### config.mk
export PLATFORM = sky130hd
export DESIGN_NAME = acss_clock_select
export DESIGN_NICKNAME = d
export VERILOG_FILES = /design/src/common/acss_pkg.sv /design/src/design/acss_clock_select.sv /design/src/design/acss_glitch_free_mux.sv
export SDC_FILE = /design/constraint.sdc
export NUM_CORES = 1
export LEC_CHECK = 0
export BUFFER_PORTS_ARGS = -buffer_cell sky130_fd_sc_hd__buf_4
export CAP_MARGIN = 20
export CORE_MARGIN = 4
export CORE_UTILIZATION = 53
export DETAILED_ROUTE_END_ITERATION = 12
export HOLD_SLACK_MARGIN = 0.12
export PLACE_DENSITY_LB_ADDON = 0.25
export SLEW_MARGIN = 20
export SYNTH_ARGS = -nofsm -noshare
export SYNTH_HDL_FRONTEND = slang
export SYNTH_SLANG_ARGS = --single-unit
### constraint.sdc
create_clock -name core_clk -period 2 [get_ports core_clk]
set_input_delay 0 -clock core_clk [delete_from_list [all_inputs] [get_ports core_clk]]
set_output_delay 0 -clock core_clk [all_outputs]
set_load 0.05 [all_outputs]
### src/common/acss_pkg.sv
// constants, codes and carriers for the audio clock source select block
// assumes a single core clock; all candidate clocks arrive as sampled levels
package acss_pkg;

    // register offsets
    localparam logic [7:0] ACSS_REG_REF_DSP   = 8'h0d;
    localparam logic [7:0] ACSS_REG_DAC_OSR   = 8'h0e;
    localparam logic [7:0] ACSS_REG_PUMP      = 8'h0f;
    localparam logic [7:0] ACSS_REG_PICK_A    = 8'h10;
    localparam logic [7:0] ACSS_REG_PICK_B    = 8'h11;
    localparam logic [7:0] ACSS_REG_PICK_REF  = 8'h12;

    // reset value and writable bits of each register
    localparam logic [7:0] ACSS_REG_RESET     = 8'h00;
    localparam logic [7:0] ACSS_MASK_TWO      = 8'h77;
    localparam logic [7:0] ACSS_MASK_LOW      = 8'h07;

    // field positions, all fields three bits wide
    localparam int         ACSS_FIELD_W       = 3;
    localparam int         ACSS_LOW_LSB       = 0;
    localparam int         ACSS_HIGH_LSB      = 4;
    localparam int         ACSS_REF_HI_LSB    = 5;
    localparam int         ACSS_REF_LO_BIT    = 4;

    // internal source indices into the candidate vector
    localparam int         ACSS_SRC_N         = 9;
    localparam int         ACSS_SRC_W         = 4;
    localparam logic [3:0] ACSS_SRC_MUTE      = 4'h0;
    localparam logic [3:0] ACSS_SRC_MASTER    = 4'h1;
    localparam logic [3:0] ACSS_SRC_PLL       = 4'h2;
    localparam logic [3:0] ACSS_SRC_OSC       = 4'h3;
    localparam logic [3:0] ACSS_SRC_MCLK      = 4'h4;
    localparam logic [3:0] ACSS_SRC_SCLK      = 4'h5;
    localparam logic [3:0] ACSS_SRC_GPIO0     = 4'h6;
    localparam logic [3:0] ACSS_SRC_GPIO2     = 4'h7;
    localparam logic [3:0] ACSS_SRC_DAC       = 4'h8;

    // field codes
    localparam logic [2:0] ACSS_CODE_0        = 3'h0;
    localparam logic [2:0] ACSS_CODE_1        = 3'h1;
    localparam logic [2:0] ACSS_CODE_2        = 3'h2;
    localparam logic [2:0] ACSS_CODE_3        = 3'h3;
    localparam logic [2:0] ACSS_CODE_4        = 3'h4;
    localparam logic [2:0] ACSS_CODE_5        = 3'h5;
    localparam logic [2:0] ACSS_CODE_6        = 3'h6;
    localparam logic [2:0] ACSS_PICK_GPIO0    = 3'h3;
    localparam logic [2:0] ACSS_PICK_GPIO2    = 3'h5;

    typedef enum logic [2:0] {
        ACSS_SW_FOLLOW = 3'b001,
        ACSS_SW_DRAIN  = 3'b010,
        ACSS_SW_ARM    = 3'b100
    } acss_sw_state_type;

    typedef struct packed {
        logic master;
        logic pll;
        logic osc;
        logic mclk;
        logic sclk;
        logic gpio0;
        logic gpio2;
    } acss_clk_in_type;

    typedef struct packed {
        logic pll_ref;
        logic dsp;
        logic dac;
        logic oversampling;
        logic pump;
    } acss_clk_out_type;

endpackage : acss_pkg

### src/design/acss_clock_select.sv
// register file and source decode for the audio clock tree selectors
// assumes register accesses come decoded from the control port, one byte per access
// assumes candidate clocks and the auto-set request are synchronous to core_clk

module acss_clock_select (
    // clock and reset
    input  wire logic                       core_clk,
    input  wire logic                       reset,
    // register access from the control port
    input  wire logic [7:0]                 reg_addr,
    input  wire logic [7:0]                 reg_wdata,
    input  wire logic                       reg_wr,
    input  wire logic                       reg_rd,
    output logic [7:0]                      reg_rdata,
    // auto set mode
    input  wire logic                       clock_auto_set,
    input  wire logic [2:0]                 auto_ref_code,
    // candidate clocks
    input  wire acss_pkg::acss_clk_in_type  clk_in,
    // selected clocks and the effective reference source
    output acss_pkg::acss_clk_out_type      clk_out,
    output logic [3:0]                      pll_ref_src
);
    import acss_pkg::*;

    logic [7:0] ref_dsp_q, ref_dsp_d;
    logic [7:0] dac_osr_q, dac_osr_d;
    logic [7:0] pump_q, pump_d;
    logic [7:0] pick_a_q, pick_a_d;
    logic [7:0] pick_b_q, pick_b_d;
    logic [7:0] pick_ref_q, pick_ref_d;
    logic [7:0] rdata_q, rdata_d;

    // reserved bits are not stored and read as zero
    always_comb begin
        ref_dsp_d  = ref_dsp_q;
        dac_osr_d  = dac_osr_q;
        pump_d     = pump_q;
        pick_a_d   = pick_a_q;
        pick_b_d   = pick_b_q;
        pick_ref_d = pick_ref_q;
        if (reg_wr) begin
            unique case (reg_addr)
                ACSS_REG_REF_DSP:  ref_dsp_d  = reg_wdata & ACSS_MASK_TWO;
                ACSS_REG_DAC_OSR:  dac_osr_d  = reg_wdata & ACSS_MASK_TWO;
                ACSS_REG_PUMP:     pump_d     = reg_wdata & ACSS_MASK_LOW;
                ACSS_REG_PICK_A:   pick_a_d   = reg_wdata & ACSS_MASK_TWO;
                ACSS_REG_PICK_B:   pick_b_d   = reg_wdata & ACSS_MASK_TWO;
                ACSS_REG_PICK_REF: pick_ref_d = reg_wdata & ACSS_MASK_LOW;
                default: begin
                end
            endcase
        end
    end

    // unmapped offsets read as zero
    always_comb begin
        rdata_d = rdata_q;
        if (reg_rd) begin
            unique case (reg_addr)
                ACSS_REG_REF_DSP:  rdata_d = ref_dsp_q;
                ACSS_REG_DAC_OSR:  rdata_d = dac_osr_q;
                ACSS_REG_PUMP:     rdata_d = pump_q;
                ACSS_REG_PICK_A:   rdata_d = pick_a_q;
                ACSS_REG_PICK_B:   rdata_d = pick_b_q;
                ACSS_REG_PICK_REF: rdata_d = pick_ref_q;
                default:           rdata_d = 8'h00;
            endcase
        end
    end

    always_ff @(posedge core_clk or posedge reset) begin
        if (reset) begin
            ref_dsp_q  <= ACSS_REG_RESET;
            dac_osr_q  <= ACSS_REG_RESET;
            pump_q     <= ACSS_REG_RESET;
            pick_a_q   <= ACSS_REG_RESET;
            pick_b_q   <= ACSS_REG_RESET;
            pick_ref_q <= ACSS_REG_RESET;
            rdata_q    <= 8'h00;
        end else begin
            ref_dsp_q  <= ref_dsp_d;
            dac_osr_q  <= dac_osr_d;
            pump_q     <= pump_d;
            pick_a_q   <= pick_a_d;
            pick_b_q   <= pick_b_d;
            pick_ref_q <= pick_ref_d;
            rdata_q    <= rdata_d;
        end
    end

    assign reg_rdata = rdata_q;

    // field views
    logic [2:0] pll_ref_select;
    logic [2:0] dsp_clk_select;
    logic [2:0] dac_clk_select;
    logic [2:0] oversampling_clk_select;
    logic [2:0] pump_clk_select;
    logic [2:0] dsp_gpio_pick;
    logic [2:0] dac_gpio_pick;
    logic [2:0] oversampling_gpio_pick;
    logic [2:0] pump_gpio_pick;
    logic [2:0] pll_ref_gpio_pick;

    assign pll_ref_select          = {ref_dsp_q[ACSS_REF_HI_LSB +: 2],
                                      ref_dsp_q[ACSS_REF_LO_BIT]};
    assign dsp_clk_select          = ref_dsp_q[ACSS_LOW_LSB +: ACSS_FIELD_W];
    assign dac_clk_select          = dac_osr_q[ACSS_HIGH_LSB +: ACSS_FIELD_W];
    assign oversampling_clk_select = dac_osr_q[ACSS_LOW_LSB +: ACSS_FIELD_W];
    assign pump_clk_select         = pump_q[ACSS_LOW_LSB +: ACSS_FIELD_W];
    assign dsp_gpio_pick           = pick_a_q[ACSS_HIGH_LSB +: ACSS_FIELD_W];
    assign dac_gpio_pick           = pick_a_q[ACSS_LOW_LSB +: ACSS_FIELD_W];
    assign oversampling_gpio_pick  = pick_b_q[ACSS_LOW_LSB +: ACSS_FIELD_W];
    assign pump_gpio_pick          = pick_b_q[ACSS_HIGH_LSB +: ACSS_FIELD_W];
    assign pll_ref_gpio_pick       = pick_ref_q[ACSS_LOW_LSB +: ACSS_FIELD_W];

    function automatic logic [3:0] pick_src(input logic [2:0] pick);
        logic [3:0] idx;
        idx = ACSS_SRC_MUTE;
        if (pick == ACSS_PICK_GPIO0) begin
            idx = ACSS_SRC_GPIO0;
        end else if (pick == ACSS_PICK_GPIO2) begin
            idx = ACSS_SRC_GPIO2;
        end
        return idx;
    endfunction : pick_src

    function automatic logic [3:0] ref_src(input logic [2:0] code, input logic [2:0] pick);
        logic [3:0] idx;
        idx = ACSS_SRC_MUTE;
        unique case (code)
            ACSS_CODE_0: idx = ACSS_SRC_MCLK;
            ACSS_CODE_1: idx = ACSS_SRC_SCLK;
            ACSS_CODE_2: idx = ACSS_SRC_OSC;
            ACSS_CODE_3: idx = pick_src(pick);
            default:     idx = ACSS_SRC_MUTE;
        endcase
        return idx;
    endfunction : ref_src

    function automatic logic [3:0] div_src(input logic [2:0] code, input logic [2:0] pick);
        logic [3:0] idx;
        idx = ACSS_SRC_MUTE;
        unique case (code)
            ACSS_CODE_0: idx = ACSS_SRC_MASTER;
            ACSS_CODE_1: idx = ACSS_SRC_PLL;
            ACSS_CODE_2: idx = ACSS_SRC_OSC;
            ACSS_CODE_3: idx = ACSS_SRC_MCLK;
            ACSS_CODE_4: idx = ACSS_SRC_SCLK;
            ACSS_CODE_5: idx = pick_src(pick);
            default:     idx = ACSS_SRC_MUTE;
        endcase
        return idx;
    endfunction : div_src

    function automatic logic [3:0] osr_src(input logic [2:0] code, input logic [2:0] pick);
        logic [3:0] idx;
        idx = ACSS_SRC_MUTE;
        unique case (code)
            ACSS_CODE_0: idx = ACSS_SRC_DAC;
            ACSS_CODE_1: idx = ACSS_SRC_MASTER;
            ACSS_CODE_2: idx = ACSS_SRC_PLL;
            ACSS_CODE_3: idx = ACSS_SRC_OSC;
            ACSS_CODE_4: idx = ACSS_SRC_MCLK;
            ACSS_CODE_5: idx = ACSS_SRC_SCLK;
            ACSS_CODE_6: idx = pick_src(pick);
            default:     idx = ACSS_SRC_MUTE;
        endcase
        return idx;
    endfunction : osr_src

    logic [3:0] ref_idx;
    logic [3:0] dsp_idx;
    logic [3:0] dac_idx;
    logic [3:0] osr_idx;
    logic [3:0] pump_idx;

    // auto set mode picks its own reference code; the written one is kept but unused
    assign ref_idx  = clock_auto_set ? ref_src(auto_ref_code, pll_ref_gpio_pick)
                                     : ref_src(pll_ref_select, pll_ref_gpio_pick);
    assign dsp_idx  = div_src(dsp_clk_select, dsp_gpio_pick);
    assign dac_idx  = div_src(dac_clk_select, dac_gpio_pick);
    assign osr_idx  = osr_src(oversampling_clk_select, oversampling_gpio_pick);
    assign pump_idx = osr_src(pump_clk_select, pump_gpio_pick);
    assign pll_ref_src = ref_idx;

    // the dac output feeds the oversampling and pump selectors after its own
    // switch register, so those see one cycle of extra latency on the dac clock
    logic [ACSS_SRC_N-1:0] src_vec;
    logic                  dac_clk;

    assign src_vec = {dac_clk, clk_in.gpio2, clk_in.gpio0, clk_in.sclk, clk_in.mclk,
                      clk_in.osc, clk_in.pll, clk_in.master, 1'b0};

    logic [4:0] [3:0] want_idx;
    logic [4:0]       sel_clk;
    logic [4:0] [3:0] cur_idx;

    assign want_idx = {ref_idx, dsp_idx, dac_idx, osr_idx, pump_idx};

    for (genvar g = 0; g < 5; g++) begin : g_mux
        acss_glitch_free_mux #(
            .N (ACSS_SRC_N),
            .W (ACSS_SRC_W)
        ) u_mux (
            .core_clk (core_clk),
            .reset    (reset),
            .src_vec  (src_vec),
            .want_sel (want_idx[g]),
            .clk_out  (sel_clk[g]),
            .cur_sel  (cur_idx[g])
        );
    end

    assign dac_clk              = sel_clk[2];
    assign clk_out.pll_ref      = sel_clk[4];
    assign clk_out.dsp          = sel_clk[3];
    assign clk_out.dac          = sel_clk[2];
    assign clk_out.oversampling = sel_clk[1];
    assign clk_out.pump         = sel_clk[0];
endmodule : acss_clock_select

### src/design/acss_glitch_free_mux.sv
// glitch-free selector of one sampled clock level out of a vector
// assumes every source is a level synchronous to core_clk; index 0 is a constant low
module acss_glitch_free_mux #(
    parameter int N = 9,
    parameter int W = 4
) (
    // clock and reset
    input  wire logic         core_clk,
    input  wire logic         reset,
    // sources and wanted selection
    input  wire logic [N-1:0] src_vec,
    input  wire logic [W-1:0] want_sel,
    // selected clock and the index it follows
    output logic              clk_out,
    output logic [W-1:0]      cur_sel
);
    import acss_pkg::*;

    acss_sw_state_type state_q, state_d;
    logic [W-1:0]      cur_q, cur_d;
    logic              out_q, out_d;
    logic              sel_level;

    assign sel_level = src_vec[cur_q];

    // old source is let finish its high phase, then the output idles low
    // until the new source is low, so no shortened pulse can escape
    always_comb begin
        state_d = state_q;
        cur_d   = cur_q;
        out_d   = sel_level;
        unique case (state_q)
            ACSS_SW_FOLLOW: begin
                if (want_sel != cur_q) begin
                    state_d = ACSS_SW_DRAIN;
                end
            end
            ACSS_SW_DRAIN: begin
                if (!sel_level) begin
                    cur_d   = want_sel;
                    state_d = ACSS_SW_ARM;
                end
            end
            ACSS_SW_ARM: begin
                out_d = 1'b0;
                if (!sel_level) begin
                    state_d = ACSS_SW_FOLLOW;
                end
            end
            default: begin
                state_d = ACSS_SW_FOLLOW;
                out_d   = 1'b0;
            end
        endcase
    end

    always_ff @(posedge core_clk or posedge reset) begin
        if (reset) begin
            state_q <= ACSS_SW_FOLLOW;
            cur_q   <= '0;
            out_q   <= 1'b0;
        end else begin
            state_q <= state_d;
            cur_q   <= cur_d;
            out_q   <= out_d;
        end
    end

    assign clk_out = out_q;
    assign cur_sel = cur_q;
endmodule : acss_glitch_free_mux

==> flow_summary.yaml <==
pwr:
  power.net_switching_w: 0.00193
  p_int_w: 0.00358
  power.leakage_nw: 2.27
  sequentialPowerShare_pct: 39.8
  powerDensity_nw_per_um2: 1070
  p_sw_share_pct: 35.1
  p_comb_share_pct: 37.7
  clockPowerShare_pct: 22.5
  ir_worst_vdd_uv: 577
worst_setup_path:
  r2r_slack_ps: -50
  worstReg2RegStart: "g_mux[0].u_mux.cur_sel[0]$_DFFE_PP0P_"
  end_kind: "flip-flop"
  r2r_end: "g_mux[0].u_mux.cur_sel[3]$_DFFE_PP0P_"
  slowest_stage: "mux4_2"
  worst_ep_required_time_ps: 2220
  cp_max_fo: 3
  max_stage_delay_ps: 510
  critPathLaunchType: "flip-flop"
  crit_arrival_ps: 2270
  criticalPathCategory: "flip-flop to flip-flop"
  worst_r2r_path_depth: 7
  cp_cell_sequence: "mux4_2, nor2_2, nor3_2, a41oi_2, nor3b_4, buf_6, mux2_4"
synth:
  synth_edf_count: 0
  synth.area.top_cells: "dfrtp_1, mux2_2, a21oi_1"
  synthArstFlopShare_pct: 100
  ys.flop_type: "dfrtp_1"
  ys_seq_area_share_pct: 42.8
  synth_area_um2: 4280
  synth_cells: 417
  yosys.area.top_type: "dfrtp_1"
  synth_cell_types: 64
  synth-seq-cells: 73
  avgSynthCellArea_um2: 10.3
  yosysWarnings: 0
  synth_top_area_share_pct: 39.7
status:
  violations: "setup timing"
  run_status: "finished, violations left"
final_layout:
  fillCellCount: 626
  drive_gt1_share_pct: 30.2
  nets: 512
  multi_input_area_um2: 2340
  syn2layout_area_growth_pct: 20.7
  seqCellArea_um2: 1830
  final_cells: 588
  antenna_cells: 0
  utilization_pct: 66.3
cts:
  cts_tree: "yes"
  cts_buffers: 9
  cts_root_buf: "clkbuf_8"
  clk_latency_ps: 340
  cts-htree-levels: 3
  clkTransAtPathRegs_ps: 80
  clk_path_buf_depth: 2
  clock-sinks: 73
drt:
  wire_per_inst_um: 16.7
  drt.antenna.violating_nets: 0
  vias: 3436
  drcViolationCount: 0
  firstDrtPassIters: 4
  drt_iter0_markers: 173
  routed_wl_um: 9820
  vias_per_cell: 5.84
min_path:
  hold_start: "reg_addr[3]"
  min_path_cells: 4
  hold_end: "pick_ref_q[2]$_DFFE_PP0P_"
  hold_path.class: "input port to flip-flop"
timing:
  slew_headroom_pct: 59.2
  fin_ws_ps: -49.6
  skew_ps: 10.5
  drv_slew: 0
  finalSetupViolCount: 3
  post-route-period-util_pct: 102
  worst_pin_slew_ps: 603
  rsz0062_at_grt: "true"
  hold_viol: 0
  fin_crit_ps: 2050
  hold_ws_ps: 135
  fmax_mhz: 488
  finalSetupTns_ps: -127
global_routing:
  antenna_found_initial: 0
  grt_pass1_vias: 3517
  overflow: 0
  grt_max_degree: 45
  grt_usage_pct: 21.2
  grt_pass1_wl_um: 16600
job:
  cap_violations: 0
place:
  io_buffer_count: 42
  dp_hpwl_um: 7360
  place.gp.congestion: 0.898
  placedCellCount: 557
floorplan:
  rows: 32
  core_area_um2: 7810
  initial_core_util_pct: 54.9
  die_x_um: 97.9
  dieArea_um2: 9590
  die_y_um: 97.9
  ioPinCount: 48
==> flip-flops by register name (all words and copies together) (netlist names) <==
register	cells
g_mux.u_mux.state_q	15
pump_q	3
reg_rdata	6
dac_osr_q	6
pick_a_q	6
pick_b_q	6
pick_ref_q	3
g_mux.u_mux.cur_sel	17
ref_dsp_q	6
g_mux.u_mux.clk_out	5
==> per-layer routing <==
metal	track usage, %	up-vias	share of wire, %
met1	28.2	1689	46
met5	0	-	0
li1	-	1657	-
met3	5.14	16	4.4
met4	6.28	0	1.7
met2	34.6	74	48
==> timing repair <==
| item | CTS | global route |
|---|---|---|
| hold buffers | 12 | 0 |
| pin swaps | 0 | 1 |
| endpoints found under the hold margin | 107 | 0 |
| setup endpoints to repair | 6 | 7 |
| gates resized for setup | 2 | 10 |
| setup buffers | 1 | 3 |
==> logic make-up after synthesis <==
group	after synthesis	share of synthesized area, %
AO/OA/AOI/OAI	93	14.8
XOR/XNOR	18	3.68
buffers and inverters	37	4.23
flip-flops	73	42.8
multiplexers	60	16.6
other	1	0.0875
AND/OR/NAND/NOR	135	17.8
==> cells in the mapped netlist (all sizes together), types with 5 or more instances <==
cell,n
nor3,9
xor2,10
a31oi,6
nor2,20
o31ai,6
mux2i,8
dfstp,5
buf,12
nand2b,12
or3,5
nor2b,14
clkbuf,9
or2,5
nand3b,7
o22ai,6
nand2,23
nand3,20
dfrtp,68
mux2,48
o21ai,13
xnor2,8
a21oi,28
inv,16
==> worst max path at each step <==
stage,startpoint,to,slack [ps],cells after the start
final,g_mux[0].u_mux.cur_sel[0]$_DFFE_PP0P_,g_mux[0].u_mux.cur_sel[3]$_DFFE_PP0P_,-50,7
after CTS,g_mux[0].u_mux.cur_sel[0]$_DFFE_PP0P_,g_mux[0].u_mux.cur_sel[2]$_DFFE_PP0P_,-50,6
after global placement,g_mux[0].u_mux.cur_sel[0]$_DFFE_PP0P_,g_mux[0].u_mux.cur_sel[2]$_DFFE_PP0P_,30,6
after detailed placement,pick_b_q[6]$_DFFE_PP0P_,g_mux[0].u_mux.state_q[1]$_DFFE_PP0P_,-40,6
after floorplan,g_mux[0].u_mux.cur_sel[0]$_DFFE_PP0P_,g_mux[0].u_mux.cur_sel[2]$_DFFE_PP0P_,-50,7
after global routing,g_mux[0].u_mux.cur_sel[0]$_DFFE_PP0P_,g_mux[0].u_mux.cur_sel[3]$_DFFE_PP0P_,-170,8
==> cells in the final DEF (no fill, tap or decap), types with 4 or more instances in the layout <==
| cell type | count |
|---|---|
| a21boi_0 | 4 |
| a21oi_1 | 27 |
| xnor2_1 | 8 |
| mux2_1 | 6 |
| mux2_4 | 4 |
| nor3_1 | 7 |
| mux2_2 | 38 |
| or3_1 | 5 |
| nand3b_1 | 7 |
| o21ai_1 | 4 |
| nand2_1 | 23 |
| nand2b_1 | 12 |
| o31ai_1 | 6 |
| xor2_1 | 10 |
| nand3_1 | 20 |
| a31oi_1 | 6 |
| mux2i_1 | 8 |
| nor2b_1 | 13 |
| inv_1 | 15 |
| buf_4 | 57 |
| dfrtp_1 | 67 |
| nor2_1 | 19 |
| mux4_2 | 4 |
| clkbuf_8 | 13 |
| dfstp_2 | 5 |
| o21ai_0 | 8 |
| or2_2 | 4 |
| o22ai_1 | 5 |
| dlygate4sd3_1 | 12 |
==> critical path, delay by kind of cell, from the launching register on <==
kind	cells	cell delay, ps
flip-flops	1	410
AO/OA/AOI/OAI	1	190
buffers and inverters	1	150
multiplexers	2	810
AND/OR/NAND/NOR	3	390
==> cell type report <==
type                            instances  area share [%]
Multi-Input combinational cell        309            45.3
Sequential cell                        73            35.5
Timing Repair Buffer                   72            11.4
Clock buffer                           14            3.53
Tap cell                              102            2.47
Inverter                               16            1.16
Clock inverter                          2           0.677
==> stage by stage <==
step	setup WS (ps)	total power [W]	cell area [um2]
finish	-49.6	0.00551	5170
global route	-173	0.00587	5170
CTS	-51.9	0.00544	5110
detailed placement	-38.3	0.00414	4760
global placement	25.0	0.00405	4760
floorplan	-50.8	0.00364	4310
==> power groups by stage <==
| stage | sequential [W] | combinational [W] | clock (W) |
|---|---|---|---|
| floorplan | 0.00210 | 0.00154 | 0 |
| global placement | 0.00218 | 0.00187 | 0 |
| detailed placement | 0.00220 | 0.00193 | 0 |
| CTS | 0.00218 | 0.00201 | 0.00126 |
| global route | 0.00225 | 0.00229 | 0.00133 |
| finish | 0.00219 | 0.00208 | 0.00124 |
Note: power is estimated with default switching activity, not from simulation.
